### config.mk
export PLATFORM = sky130hd
export DESIGN_NAME = sfm_master
export DESIGN_NICKNAME = d
export VERILOG_FILES = /design/src/logic/sfm_pkg.sv /design/src/logic/sfm_clk_div.sv /design/src/logic/sfm_master.sv
export SDC_FILE = /design/constraint.sdc
export NUM_CORES = 1
export LEC_CHECK = 0
export BUFFER_PORTS_ARGS = -buffer_cell sky130_fd_sc_hd__buf_2
export CAP_MARGIN = 20
export CORE_ASPECT_RATIO = 1.25
export CORE_MARGIN = 4
export CORE_UTILIZATION = 45
export CTS_CLUSTER_SIZE = 40
export DETAILED_ROUTE_END_ITERATION = 6
export PLACE_DENSITY = 0.66
export SLEW_MARGIN = 20
export SYNTH_ARGS = -nofsm -noshare
export SYNTH_HDL_FRONTEND = slang
export SYNTH_SLANG_ARGS = --single-unit
### constraint.sdc
create_clock -name mclk_in -period 4.05 [get_ports mclk_in]
set_input_delay 0.6075 -clock mclk_in [delete_from_list [all_inputs] [get_ports mclk_in]]
set_output_delay 0.6075 -clock mclk_in [all_outputs]
set_load 0.1 [all_outputs]
### src/logic/sfm_pkg.sv
// constants shared by the serial flash and trusted module pin master
package sfm_pkg;
   // ***************************************************************
   // transfer modes
   // ***************************************************************
   localparam logic [2:0] MODE_SINGLE   = 3'h0;
   localparam logic [2:0] MODE_DUAL_OUT = 3'h1;
   localparam logic [2:0] MODE_DUAL_IO  = 3'h2;
   localparam logic [2:0] MODE_QUAD_OUT = 3'h3;
   localparam logic [2:0] MODE_QUAD_IO  = 3'h4;

   // ***************************************************************
   // targets and select levels
   // ***************************************************************
   localparam logic [1:0] TGT_PRIMARY   = 2'h0;
   localparam logic [1:0] TGT_SECONDARY = 2'h1;
   localparam logic [1:0] TGT_TRUSTED   = 2'h2;
   localparam logic [2:0] SEL_NONE      = 3'h7;

   // ***************************************************************
   // serial clock rates
   // ***************************************************************
   localparam logic [1:0] RATE_20       = 2'h0;
   localparam logic [1:0] RATE_33       = 2'h1;
   localparam logic [1:0] RATE_50       = 2'h2;
   localparam int         CLK_PERIOD_PS = 10000;
   localparam int         SCK_20_PS     = 50000;
   localparam int         SCK_33_PS     = 30303;
   localparam int         SCK_50_PS     = 20000;
   // least period rounds up to whole master clocks
   localparam logic [3:0] DIV_20 =
      4'((SCK_20_PS + CLK_PERIOD_PS - 1) / CLK_PERIOD_PS);
   localparam logic [3:0] DIV_33 =
      4'((SCK_33_PS + CLK_PERIOD_PS - 1) / CLK_PERIOD_PS);
   localparam logic [3:0] DIV_50 =
      4'((SCK_50_PS + CLK_PERIOD_PS - 1) / CLK_PERIOD_PS);

   // ***************************************************************
   // lane reset values
   // ***************************************************************
   localparam logic [3:0] LANE_IDLE_OUT = 4'h0;
   localparam logic [3:0] LANE_IDLE_OE  = 4'h1;
endpackage : sfm_pkg

### src/logic/sfm_clk_div.sv
// serial clock divider with rise and fall enable pulses
`timescale 1ns/1ps
`default_nettype none
module sfm_clk_div (
   input  wire logic       mclk_in,   // master clock
   input  wire logic       nrst_in,   // sync reset, active low
   input  wire logic       run_in,    // advance the divider
   input  wire logic [3:0] div_in,    // master clocks per period
   output logic            rise_out,  // sck goes high next edge
   output logic            fall_out,  // sck goes low next edge
   output logic            sck_out    // serial clock level
);
   typedef struct packed {
      logic [3:0] cnt;
      logic       sck;
   } sfm_div_t;

   sfm_div_t   r_reg;
   sfm_div_t   r_next;
   logic [3:0] low_len;
   logic [3:0] high_len;

   // low half takes the odd cycle so data has more setup
   always_comb begin
      high_len = {1'b0, div_in[3:1]};
      low_len  = div_in - high_len;
      r_next   = r_reg;
      rise_out = 1'b0;
      fall_out = 1'b0;
      if (run_in) begin
         if (!r_reg.sck && r_reg.cnt == low_len - 4'h1) begin
            rise_out    = 1'b1;
            r_next.sck  = 1'b1;
            r_next.cnt  = 4'h0;
         end else if (r_reg.sck && r_reg.cnt == high_len - 4'h1) begin
            fall_out    = 1'b1;
            r_next.sck  = 1'b0;
            r_next.cnt  = 4'h0;
         end else begin
            r_next.cnt  = r_reg.cnt + 4'h1;
         end
      end
   end

   // state register
   always_ff @(posedge mclk_in) begin
      if (!nrst_in) begin
         r_reg <= '0;
      end else begin
         r_reg <= r_next;
      end
   end

   assign sck_out = r_reg.sck;
endmodule : sfm_clk_div
`default_nettype wire

### src/logic/sfm_master.sv
// pin master for two serial flashes and one trusted module
`timescale 1ns/1ps
`default_nettype none
module sfm_master (
   input  wire logic       mclk_in,       // 100 MHz master clock
   input  wire logic       nrst_in,       // sync reset, active low
   input  wire logic       start_in,      // begin a transaction
   input  wire logic [1:0] target_in,     // which select to use
   input  wire logic [2:0] mode_in,       // transfer mode
   input  wire logic [1:0] rate_in,       // serial clock rate
   input  wire logic       strap_bidir_in,// soft strap: bidir lanes 0/1
   input  wire logic [7:0] cmd_in,        // command byte
   input  wire logic [7:0] tx_count_in,   // bytes after the command
   input  wire logic [3:0] dummy_in,      // turnaround clocks
   input  wire logic [7:0] rx_count_in,   // bytes to read
   input  wire logic [7:0] tx_data_in,    // next byte to send
   input  wire logic       tx_valid_in,   // tx byte present
   output logic            tx_ready_out,  // tx byte taken this cycle
   output logic [7:0]      rx_data_out,   // received byte
   output logic            rx_valid_out,  // rx byte pulse
   output logic            busy_out,      // transaction running
   output logic            done_out,      // transaction end pulse
   output logic            refused_out,   // start refused pulse
   input  wire logic       resume_well_reset_n_in, // pin, active low
   output logic            pullup_en_out, // lane pull-ups enabled
   output logic            serial_flash_clock_out, // shared clock
   output logic            primary_flash_select_n_out,   // select 0
   output logic            secondary_flash_select_n_out, // select 1
   output logic            trusted_module_select_n_out,  // select 2
   input  wire logic [3:0] lane_in,       // lanes 3..0 pin levels
   output logic [3:0]      lane_out,      // lanes 3..0 drive values
   output logic [3:0]      lane_oe_out    // lanes 3..0 drive enables
);
   // ***************************************************************
   // state
   // ***************************************************************
   typedef enum logic [2:0] {
      PH_IDLE, PH_CMD, PH_TX, PH_DUMMY, PH_RX, PH_DONE
   } sfm_phase_t;

   typedef struct packed {
      sfm_phase_t state;
      logic [2:0] cs_n;
      logic [2:0] mode;
      logic [1:0] rate;
      logic       strap;
      logic [7:0] shreg;
      logic [2:0] clk_cnt;
      logic [7:0] tx_left;
      logic [7:0] rx_left;
      logic [3:0] dummy_cnt;
      logic       load_pend;
      logic [3:0] lane_out;
      logic [3:0] lane_oe;
      logic [3:0] sync1;
      logic [3:0] sync2;
      logic       rst_sync1;
      logic       rst_sync2;
      logic [7:0] rx_data;
      logic       rx_valid;
      logic       done;
      logic       refused;
   } sfm_state_t;

   sfm_state_t r_reg;
   sfm_state_t r_next;
   logic       rise;
   logic       fall;
   logic       sck;
   logic       run;
   logic       stall;
   logic [3:0] div;

   // ***************************************************************
   // lane helpers
   // ***************************************************************
   function automatic logic [2:0] tx_w(input logic [2:0] m);
      tx_w = (m == sfm_pkg::MODE_DUAL_IO) ? 3'h2 :
             (m == sfm_pkg::MODE_QUAD_IO) ? 3'h4 : 3'h1;
   endfunction : tx_w

   function automatic logic [2:0] rx_w(input logic [2:0] m,
                                       input logic       s);
      rx_w = (m == sfm_pkg::MODE_DUAL_IO)  ? 3'h2 :
             (m == sfm_pkg::MODE_DUAL_OUT) ? (s ? 3'h2 : 3'h1) :
             (m == sfm_pkg::MODE_SINGLE)   ? 3'h1 : 3'h4;
   endfunction : rx_w

   function automatic logic [2:0] last_idx(input logic [2:0] w);
      last_idx = (w == 3'h4) ? 3'h1 : (w == 3'h2) ? 3'h3 : 3'h7;
   endfunction : last_idx

   // lanes two and three idle high in dual io as hold/protect
   function automatic logic [3:0] drive(input logic [7:0] sh,
                                        input logic [2:0] w);
      drive = (w == 3'h4) ? sh[7:4] :
              (w == 3'h2) ? {2'b11, sh[7:6]} : {3'b110, sh[7]};
   endfunction : drive

   function automatic logic [3:0] oe_for(input logic       out_ph,
                                         input logic [2:0] w,
                                         input logic [2:0] m,
                                         input logic       s);
      logic hi;
      hi = (m == sfm_pkg::MODE_DUAL_IO);
      if (out_ph) begin
         oe_for = (w == 3'h4) ? 4'hF :
                  (w == 3'h2) ? {hi, hi, 2'b11} : {hi, hi, 2'b01};
      end else begin
         oe_for = {hi, hi, 1'b0, !s};
      end
   endfunction : oe_for

   // ***************************************************************
   // serial clock
   // ***************************************************************
   // rate held for the whole transaction
   always_comb begin
      case (r_reg.rate)
         sfm_pkg::RATE_33: div = sfm_pkg::DIV_33;
         sfm_pkg::RATE_50: div = sfm_pkg::DIV_50;
         default:          div = sfm_pkg::DIV_20;
      endcase
   end

   // clock stretched high while a tx byte is missing
   assign stall = r_reg.load_pend && r_reg.state == PH_TX
                  && !tx_valid_in;
   assign run   = r_reg.state != PH_IDLE && !stall;

   sfm_clk_div u_div (
      .mclk_in  (mclk_in),
      .nrst_in  (nrst_in),
      .run_in   (run),
      .div_in   (div),
      .rise_out (rise),
      .fall_out (fall),
      .sck_out  (sck)
   );

   // ***************************************************************
   // sequencer
   // ***************************************************************
   always_comb begin
      logic       bad;
      logic [2:0] w;
      bad            = 1'b0;
      w              = 3'h1;
      r_next         = r_reg;
      r_next.rx_valid = 1'b0;
      r_next.done    = 1'b0;
      r_next.refused = 1'b0;
      // two flops before any logic reads a pin
      r_next.sync1     = lane_in;
      r_next.sync2     = r_reg.sync1;
      r_next.rst_sync1 = resume_well_reset_n_in;
      r_next.rst_sync2 = r_reg.rst_sync1;
      case (r_reg.state)
         PH_IDLE: begin
            bad = target_in > sfm_pkg::TGT_TRUSTED
                  || mode_in > sfm_pkg::MODE_QUAD_IO
                  || rate_in > sfm_pkg::RATE_50
                  || (mode_in > sfm_pkg::MODE_DUAL_OUT
                      && !strap_bidir_in);
            if (start_in && bad) begin
               r_next.refused = 1'b1;
            end else if (start_in) begin
               r_next.cs_n = ~(3'h1 << target_in);
               r_next.mode      = mode_in;
               r_next.rate      = rate_in;
               r_next.strap     = strap_bidir_in;
               r_next.tx_left   = tx_count_in;
               r_next.rx_left   = rx_count_in;
               r_next.dummy_cnt = dummy_in;
               r_next.shreg     = cmd_in;
               r_next.clk_cnt   = 3'h0;
               r_next.lane_out  = drive(cmd_in, 3'h1);
               r_next.lane_oe   = oe_for(1'b1, 3'h1, mode_in,
                                         strap_bidir_in);
               r_next.state     = PH_CMD;
            end
         end
         PH_DONE: begin
            // select released only once the clock is low again
            if (fall) begin
               r_next.cs_n     = sfm_pkg::SEL_NONE;
               r_next.lane_out = sfm_pkg::LANE_IDLE_OUT;
               r_next.lane_oe  = sfm_pkg::LANE_IDLE_OE;
               r_next.done     = 1'b1;
               r_next.state    = PH_IDLE;
            end
         end
         default: begin
            w = (r_reg.state == PH_CMD) ? 3'h1 :
                (r_reg.state == PH_TX)  ? tx_w(r_reg.mode) :
                rx_w(r_reg.mode, r_reg.strap);
            if (rise) begin
               if (r_reg.state == PH_RX) begin
                  r_next.shreg = (w == 3'h4) ?
                     {r_reg.shreg[3:0], r_reg.sync2} :
                     (w == 3'h2) ?
                     {r_reg.shreg[5:0], r_reg.sync2[1:0]} :
                     {r_reg.shreg[6:0], r_reg.sync2[1]};
               end
               if (r_reg.state == PH_DUMMY) begin
                  r_next.dummy_cnt = r_reg.dummy_cnt - 4'h1;
                  if (r_reg.dummy_cnt == 4'h1) begin
                     r_next.state = (r_reg.rx_left != 8'h0) ?
                                    PH_RX : PH_DONE;
                  end
               end else if (r_reg.clk_cnt != last_idx(w)) begin
                  r_next.clk_cnt = r_reg.clk_cnt + 3'h1;
               end else begin
                  r_next.clk_cnt = 3'h0;
                  if (r_reg.state == PH_RX) begin
                     r_next.rx_data  = r_next.shreg;
                     r_next.rx_valid = 1'b1;
                     r_next.rx_left  = r_reg.rx_left - 8'h1;
                     if (r_reg.rx_left == 8'h1) begin
                        r_next.state = PH_DONE;
                     end
                  end else if (r_reg.tx_left != 8'h0) begin
                     r_next.state     = PH_TX;
                     r_next.load_pend = 1'b1;
                  end else if (r_reg.dummy_cnt != 4'h0) begin
                     r_next.state     = PH_DUMMY;
                     r_next.load_pend = 1'b1;
                  end else if (r_reg.rx_left != 8'h0) begin
                     r_next.state     = PH_RX;
                     r_next.load_pend = 1'b1;
                  end else begin
                     r_next.state = PH_DONE;
                  end
               end
            end else if (fall) begin
               // new data launched on the falling edge
               if (r_reg.load_pend) begin
                  r_next.load_pend = 1'b0;
                  if (r_reg.state == PH_TX) begin
                     r_next.shreg    = tx_data_in;
                     r_next.tx_left  = r_reg.tx_left - 8'h1;
                     r_next.lane_out = drive(tx_data_in, w);
                     r_next.lane_oe  = oe_for(1'b1, w, r_reg.mode,
                                              r_reg.strap);
                  end else begin
                     r_next.lane_oe = oe_for(1'b0, w, r_reg.mode,
                                             r_reg.strap);
                  end
               end else if (r_reg.state == PH_CMD
                            || r_reg.state == PH_TX) begin
                  r_next.shreg    = r_reg.shreg << w;
                  r_next.lane_out = drive(r_reg.shreg << w, w);
               end
            end
         end
      endcase
   end

   // state register
   always_ff @(posedge mclk_in) begin
      if (!nrst_in) begin
         r_reg          <= '0;
         r_reg.state    <= PH_IDLE;
         r_reg.cs_n     <= sfm_pkg::SEL_NONE;
         r_reg.lane_out <= sfm_pkg::LANE_IDLE_OUT;
         r_reg.lane_oe  <= sfm_pkg::LANE_IDLE_OE;
      end else begin
         r_reg <= r_next;
      end
   end

   // ***************************************************************
   // outputs
   // ***************************************************************
   assign tx_ready_out = fall && r_reg.load_pend
                         && r_reg.state == PH_TX;
   assign rx_data_out  = r_reg.rx_data;
   assign rx_valid_out = r_reg.rx_valid;
   assign busy_out     = r_reg.state != PH_IDLE;
   assign done_out     = r_reg.done;
   assign refused_out  = r_reg.refused;
   assign pullup_en_out = r_reg.rst_sync2;
   assign serial_flash_clock_out       = sck;
   assign primary_flash_select_n_out   = r_reg.cs_n[0];
   assign secondary_flash_select_n_out = r_reg.cs_n[1];
   assign trusted_module_select_n_out  = r_reg.cs_n[2];
   assign lane_out    = r_reg.lane_out;
   assign lane_oe_out = r_reg.lane_oe;

   // ***************************************************************
   // assertions
   // ***************************************************************
   logic [3:0] low_run;
   // length of the current low half of the serial clock
   always_ff @(posedge mclk_in) begin
      if (!nrst_in || sck) begin
         low_run <= 4'h0;
      end else if (low_run != 4'hF) begin
         low_run <= low_run + 4'h1;
      end
   end

   a_one_select: assert property (@(posedge mclk_in)
      disable iff (!nrst_in) $onehot0(~r_reg.cs_n))
      else $error("more than one select low");
   a_select_held: assert property (@(posedge mclk_in)
      disable iff (!nrst_in)
      busy_out && r_reg.state != PH_DONE |=> $stable(r_reg.cs_n))
      else $error("select changed inside a transaction");
   a_select_busy: assert property (@(posedge mclk_in)
      disable iff (!nrst_in) busy_out == (r_reg.cs_n != 3'h7))
      else $error("select level disagrees with busy");
   a_clock_idle: assert property (@(posedge mclk_in)
      disable iff (!nrst_in) !busy_out |-> !sck)
      else $error("serial clock not low while idle");
   a_clock_rate: assert property (@(posedge mclk_in)
      disable iff (!nrst_in)
      $rose(sck) |-> $past(low_run) >= div - {1'b0, div[3:1]} - 4'h1)
      else $error("serial clock low half too short");
   a_lane0_drive: assert property (@(posedge mclk_in)
      disable iff (!nrst_in) !r_reg.strap |-> lane_oe_out[0])
      else $error("lane zero released without strap");
   a_lane1_input: assert property (@(posedge mclk_in)
      disable iff (!nrst_in)
      !r_reg.strap || r_reg.state == PH_RX |-> !lane_oe_out[1])
      else $error("lane one driven as input");
   a_upper_unused: assert property (@(posedge mclk_in)
      disable iff (!nrst_in)
      r_reg.mode <= sfm_pkg::MODE_DUAL_OUT |-> lane_oe_out[3:2] == 2'b00)
      else $error("upper lanes driven in narrow mode");
   a_pullup_gate: assert property (@(posedge mclk_in)
      disable iff (!nrst_in)
      !resume_well_reset_n_in ##1 !resume_well_reset_n_in
      |=> !pullup_en_out)
      else $error("pull-ups enabled during resume reset");
endmodule : sfm_master
`default_nettype wire

### Yosys cells after proc, flatten, opt, wreduce, memory -nomap -nowiden

Cells that the tools add are included.

* reduce and logical (&&, ||, !) cells: 55
* order comparisons: 4
* add/subtract/negate cells: 8
* bitwise logic cells: 8
* eq/ne operators: 34
* mux-type cells: 81
* shifts and indexed selects: 2

Operators by type and width (count)
* 8-bit 2-to-1 mux: 19
* 43-bit 2-to-1 mux: 2
* 31-bit case mux with 2 select lines: 1
* 3-bit 2-to-1 mux: 20
* 4-bit 2-to-1 mux: 10
* 7-bit AND reduction: 4
* 3-bit case mux with 2 select lines: 3
* 6-bit AND reduction: 3
* 2-bit nonzero test: 9
* 1-bit 2-to-1 mux: 17
* 4-bit by 1-bit inequality test with 1-bit output (second input constant): 4
* 8-bit case mux with 2 select lines: 1
* 8-bit nonzero test: 2
* 8-bit by 1-bit subtractor with 8-bit output (second input constant): 2
* 3-bit by 2-bit == test with 1-bit output (second input constant): 5
* 5-bit AND reduction: 3
* 3-bit == test (second input constant): 4
* 12-bit 2-to-1 mux: 1
* 2-bit inequality test (second input constant): 6
* 3-bit nonzero test: 4
* 4-bit nonzero test: 3
* 1-bit logical AND: 9
* 9-bit 2-to-1 mux: 1
* 4-bit == test: 2
* other kinds (33): 57

* bits in registers: 78
* input port bits: 53

### Depth between registers and ports, before layout

* depth in word-level cells: 14
* gate-level depth with buffers: 9
* mapped depth without buffers: 8

### Modules after synthesis

Synthesis repeated with hierarchy kept, for this count alone.

* cell total of the unflattened synthesis: 644
* area, all modules: 5113.7 um^2

By module, submodules not included
* sfm_master: instances 1, cells each 589, area an instance 4618.2 um^2
* sfm_clk_div: instances 1, cells each 55, area an instance 495.5 um^2

### Least setup slack after synthesis

OpenSTA, ideal clock, no wires.

* path type: register -> output
* from: reg u_div.r_reg (netlist bit u_div.sck_out)
* to: out tx_ready_out
* slack: 0.830 ns
* cell stages (with the launch flop): 4
* arrival: 2.612 ns
* path through: dfxtp_1 nand2_1 nor4_1 clkbuf_1

* word-level cells in the longest chain between the ends: 6
* elaborated cells on any way between the ends: 8

RTL lines
* start: declaration: RTL line sfm_clk_div.sv:18 `sfm_div_t r_reg;`
* start signal: assignment: RTL line sfm_clk_div.sv:50 `r_reg <= r_next;`
* 1-bit logical AND / 1-bit logical NOT (equally long branches): RTL line sfm_clk_div.sv:35, sfm_clk_div.sv:31
* 1-bit 2-to-1 mux / 1-bit logical AND (equally long branches): RTL line sfm_clk_div.sv:35, sfm_clk_div.sv:31
* 1-bit 2-to-1 mux (*): RTL line sfm_clk_div.sv:31 `if (!r_reg.sck && r_reg.cnt == low_len - 4'h1) begin`
* 1-bit 2-to-1 mux (*): RTL line sfm_clk_div.sv:30 `if (run_in) begin`
* 1-bit logical AND (*): RTL line sfm_master.sv:275 `assign tx_ready_out = fall && r_reg.load_pend`
* 1-bit logical AND (*): RTL line sfm_master.sv:276 `&& r_reg.state == PH_TX;`
* end: declaration: RTL line sfm_master.sv:18 `output logic tx_ready_out,`

Mark *: on every way between the ends. The rest lies on a longest branch, timed or not.

### Worst setup path in the final report

* from: reg r_reg[71] (netlist name)
* to: out tx_ready_out

* word-level cells in the longest chain between the ends: 8
* elaborated cells on any way between the ends: 9

RTL lines
* start: declaration: RTL line sfm_master.sv:65 `sfm_state_t r_reg;`
* start signal: assignment: RTL line sfm_master.sv:268 `r_reg <= r_next;`
* 3-bit by 2-bit == test with 1-bit output: RTL line sfm_master.sv:127, sfm_master.sv:276
* 1-bit logical AND: RTL line sfm_master.sv:127 `assign stall = r_reg.load_pend && r_reg.state == PH_TX`
* 1-bit logical AND: RTL line sfm_master.sv:128 `&& !tx_valid_in;`
* 1-bit logical NOT: RTL line sfm_master.sv:129 `assign run = r_reg.state != PH_IDLE && !stall;`
* 1-bit logical AND: RTL line sfm_master.sv:129
* 1-bit 2-to-1 mux: RTL line sfm_clk_div.sv:30
* 1-bit logical AND: RTL line sfm_master.sv:275
* 1-bit logical AND (*): RTL line sfm_master.sv:276

Marks and branches as above.

==> results.yml <==
run_status:
  status: "complete, no violations"
synth:
  seq_area_frac_synth: 0.308
  syn_inst: 622
  ys_ff_latch: 77
  syn-cell-area_um2: 5000
  synth-simple-area-share: 0.231
  synth_edf_count: 0
  ys_warn_count: 0
  syn_nets: 687
  synthAdderAreaFrac: 0.0320
  async_flop_share: 0
  netlist_top_cells_area: "dfxtp_1, a21oi_1, nand2_1"
  synth_top_family_by_area: "compound AO/OA/AOI/OAI gates"
  yosys.area.top_type: "dfxtp_1"
  synth_compound_area_frac: 0.301
  synth_ff_type: "dfxtp_1"
  synth.avg_cell_area_um2: 8.04
  yosysUniqueCellTypes: 90
  synthXorXnorAreaFrac: 0.0248
  synth_top_area_share: 0.308
  synthMuxAreaShare: 0.0333
finish:
  area_delta_synth_final_pct: 14.3
  n_antenna_cell: 0
  drive_gt1_frac: 0.213
  fillers: 1060
  final_cells: 813
  largest_reg_flops: 45
  final_cell_mix: "buf_2, dfxtp_1, a21oi_1, nand2_1, nor2_1"
  final_nets: 741
  fin_area_um2: 5720
  fin_util: 0.533
  layout_commonest_cell: "buf_2"
clock_tree:
  cts_resized: 0
  path_clk_slew_ns: 0.06
  cts-root-buf: "clkbuf_16"
  postCtsSetupBuffers: 0
  hold_buffers: 0
  numClockSinks: 77
  cts_made_buffers: 9
  clock_latency_ns: 0.35
  htree_num_levels: 3
  tritoncts: "yes"
  clockBufferDepth: 2
global_route:
  grt_overflow: 0
  grt_pass1_vias: 5000
  grt_util_all_layers: 0.246
  grt_first_pass_wirelength_mm: 25.2
  antenna_found_initial: 0
  grt_max_degree: 43
placement:
  dp_hpwl_mm: 11.4
  placed_area_um2: 5410
  dp_cells: 797
  routabilityCongestion: 0.970
  portBuffers: 78
worst_setup_path:
  cp_max_fo: 23
  rrSetupSlack_ns: 0.96
  rr_endpoint: "r_reg[29]$_SDFFE_PN0P_"
  cp.required_ns: 3.44
  r2r_start: "r_reg[71]$_SDFFE_PN0P_"
  reg2reg_depth: 6
  endpoint_kind: "output port"
  critical_path_class: "reg -> out"
  start_kind: "flip-flop"
  worstPathArrival_ns: 2.71
routing:
  dr.pass1.iters: 5
  drc_errors: 0
  drtAntennaViolNets: 0
  detail_route.iter0.violations: 332
  routedWlPerCell_um: 19.1
  drt_wl_total_mm: 15.5
  num_vias: 5065
  viasPerCell: 6.23
hold_path:
  hold_path.startpoint: "r_next[16]$_SDFF_PN0_"
  min_to: "r_reg[16]$_SDFF_PN0_"
  hold_depth: 1
  hold_class: "reg -> reg"
sta:
  timing.hold.ws_ns: 0.435
  period_share: 0.819
  worst_pin_slew_ns: 0.932
  rsz0062_at_grt: "no"
  finalMaxSlewViolations: 0
  max_clock_freq_mhz: 302
  setup-tns-final_ns: 0
  setup_viol_count_final: 0
  skew_ns: 0.00852
  hold_violations: 0
  fin_crit_ns: 3.32
  slew_headroom: 0.377
floorplanning:
  die_h_um: 126
  io_pins: 79
  core_um2: 10700
  start_util: 0.467
  fp.dieW_um: 102
  die_area_um2: 12900
  fp-row-count: 42
power:
  vdd_drop_max_uv: 200
  p_per_area_nw_per_um2: 511
  leakage_uw: 0.00223
flow_run:
  max_cap_viol_count: 0
[synth_stat cells, types with 6 or more instances]
cell	instances
ha_1	12
nor4_1	7
nor3_1	19
a211oi_1	9
nand3_1	13
mux2i_1	11
o22ai_1	12
o21ai_0	31
nand2b_1	13
xnor2_1	7
nand4_1	7
inv_1	14
buf_4	19
buf_2	8
nand2_1	59
a22oi_1	6
o31ai_1	7
and2_1	15
nor2b_1	6
nor2_1	51
clkbuf_1	22
dfxtp_1	77
o211ai_1	8
a21oi_1	61
[how the worst max path moves through the flow]
stage                                  end  cells past startpoint                        from
finish                        tx_ready_out                      5      r_reg[71]$_SDFFE_PN0P_
global route                  tx_ready_out                      5      r_reg[71]$_SDFFE_PN0P_
CTS                           tx_ready_out                      5      r_reg[71]$_SDFFE_PN0P_
detailed placement  r_reg[29]$_SDFFE_PN0P_                      6      r_reg[71]$_SDFFE_PN0P_
global placement    r_reg[29]$_SDFFE_PN0P_                      6      r_reg[71]$_SDFFE_PN0P_
floorplan                     tx_ready_out                      3  u_div.sck_out$_SDFFE_PN0P_
[worst max-delay path: stages (launching register included)]
cell,delay (ns)
dfxtp_1,0.85
nor3b_2,0.52
nand2_1,0.14
nor4_2,0.18
buf_4,0.23
buf_2,0.44
[final cells by class]
type	count	area [µm²]	share of cell area
multi-input combinational	476	3120	0.546
clock buffer	11	243	0.0425
inverter	16	60.1	0.0105
tap	132	165	0.0289
sequential	77	1540	0.270
clock inverter	5	60.1	0.0105
timing repair buffer	96	526	0.0919
[power breakdown]
| group | internal, µW | leakage, µW | switching [µW] |
|---|---|---|---|
| Combinational | 391 | 0.00145 | 773 |
| Clock | 495 | 0.000146 | 332 |
| Sequential | 824 | 0.000627 | 109 |
[per-stage QoR]
stage	power (µW)	setup slack (ns)
after floorplan	1780	0.830
after global placement	2080	1.10
after detailed placement	2090	1.02
after CTS	2920	0.757
after global routing	3090	0.575
final	2920	0.735
[layer usage]
metal | track usage | part of all wire | vias to the layer above
li1 | - | - | 2427
met1 | 0.298 | 0.41 | 2415
met2 | 0.414 | 0.49 | 170
met3 | 0.0393 | 0.054 | 53
met4 | 0.128 | 0.048 | 0
met5 | 0 | 0 | -
[logic make-up after synthesis]
logic type                 after synthesis
muxes                                   15
AOI/OAI and AO/OA                      216
buffers and inverters                   69
adders and majority gates               13
DFF                                     77
xor gates and xnor gates                12
and+or+nand+nor                        220
Power figures use the tool's default switching activity.
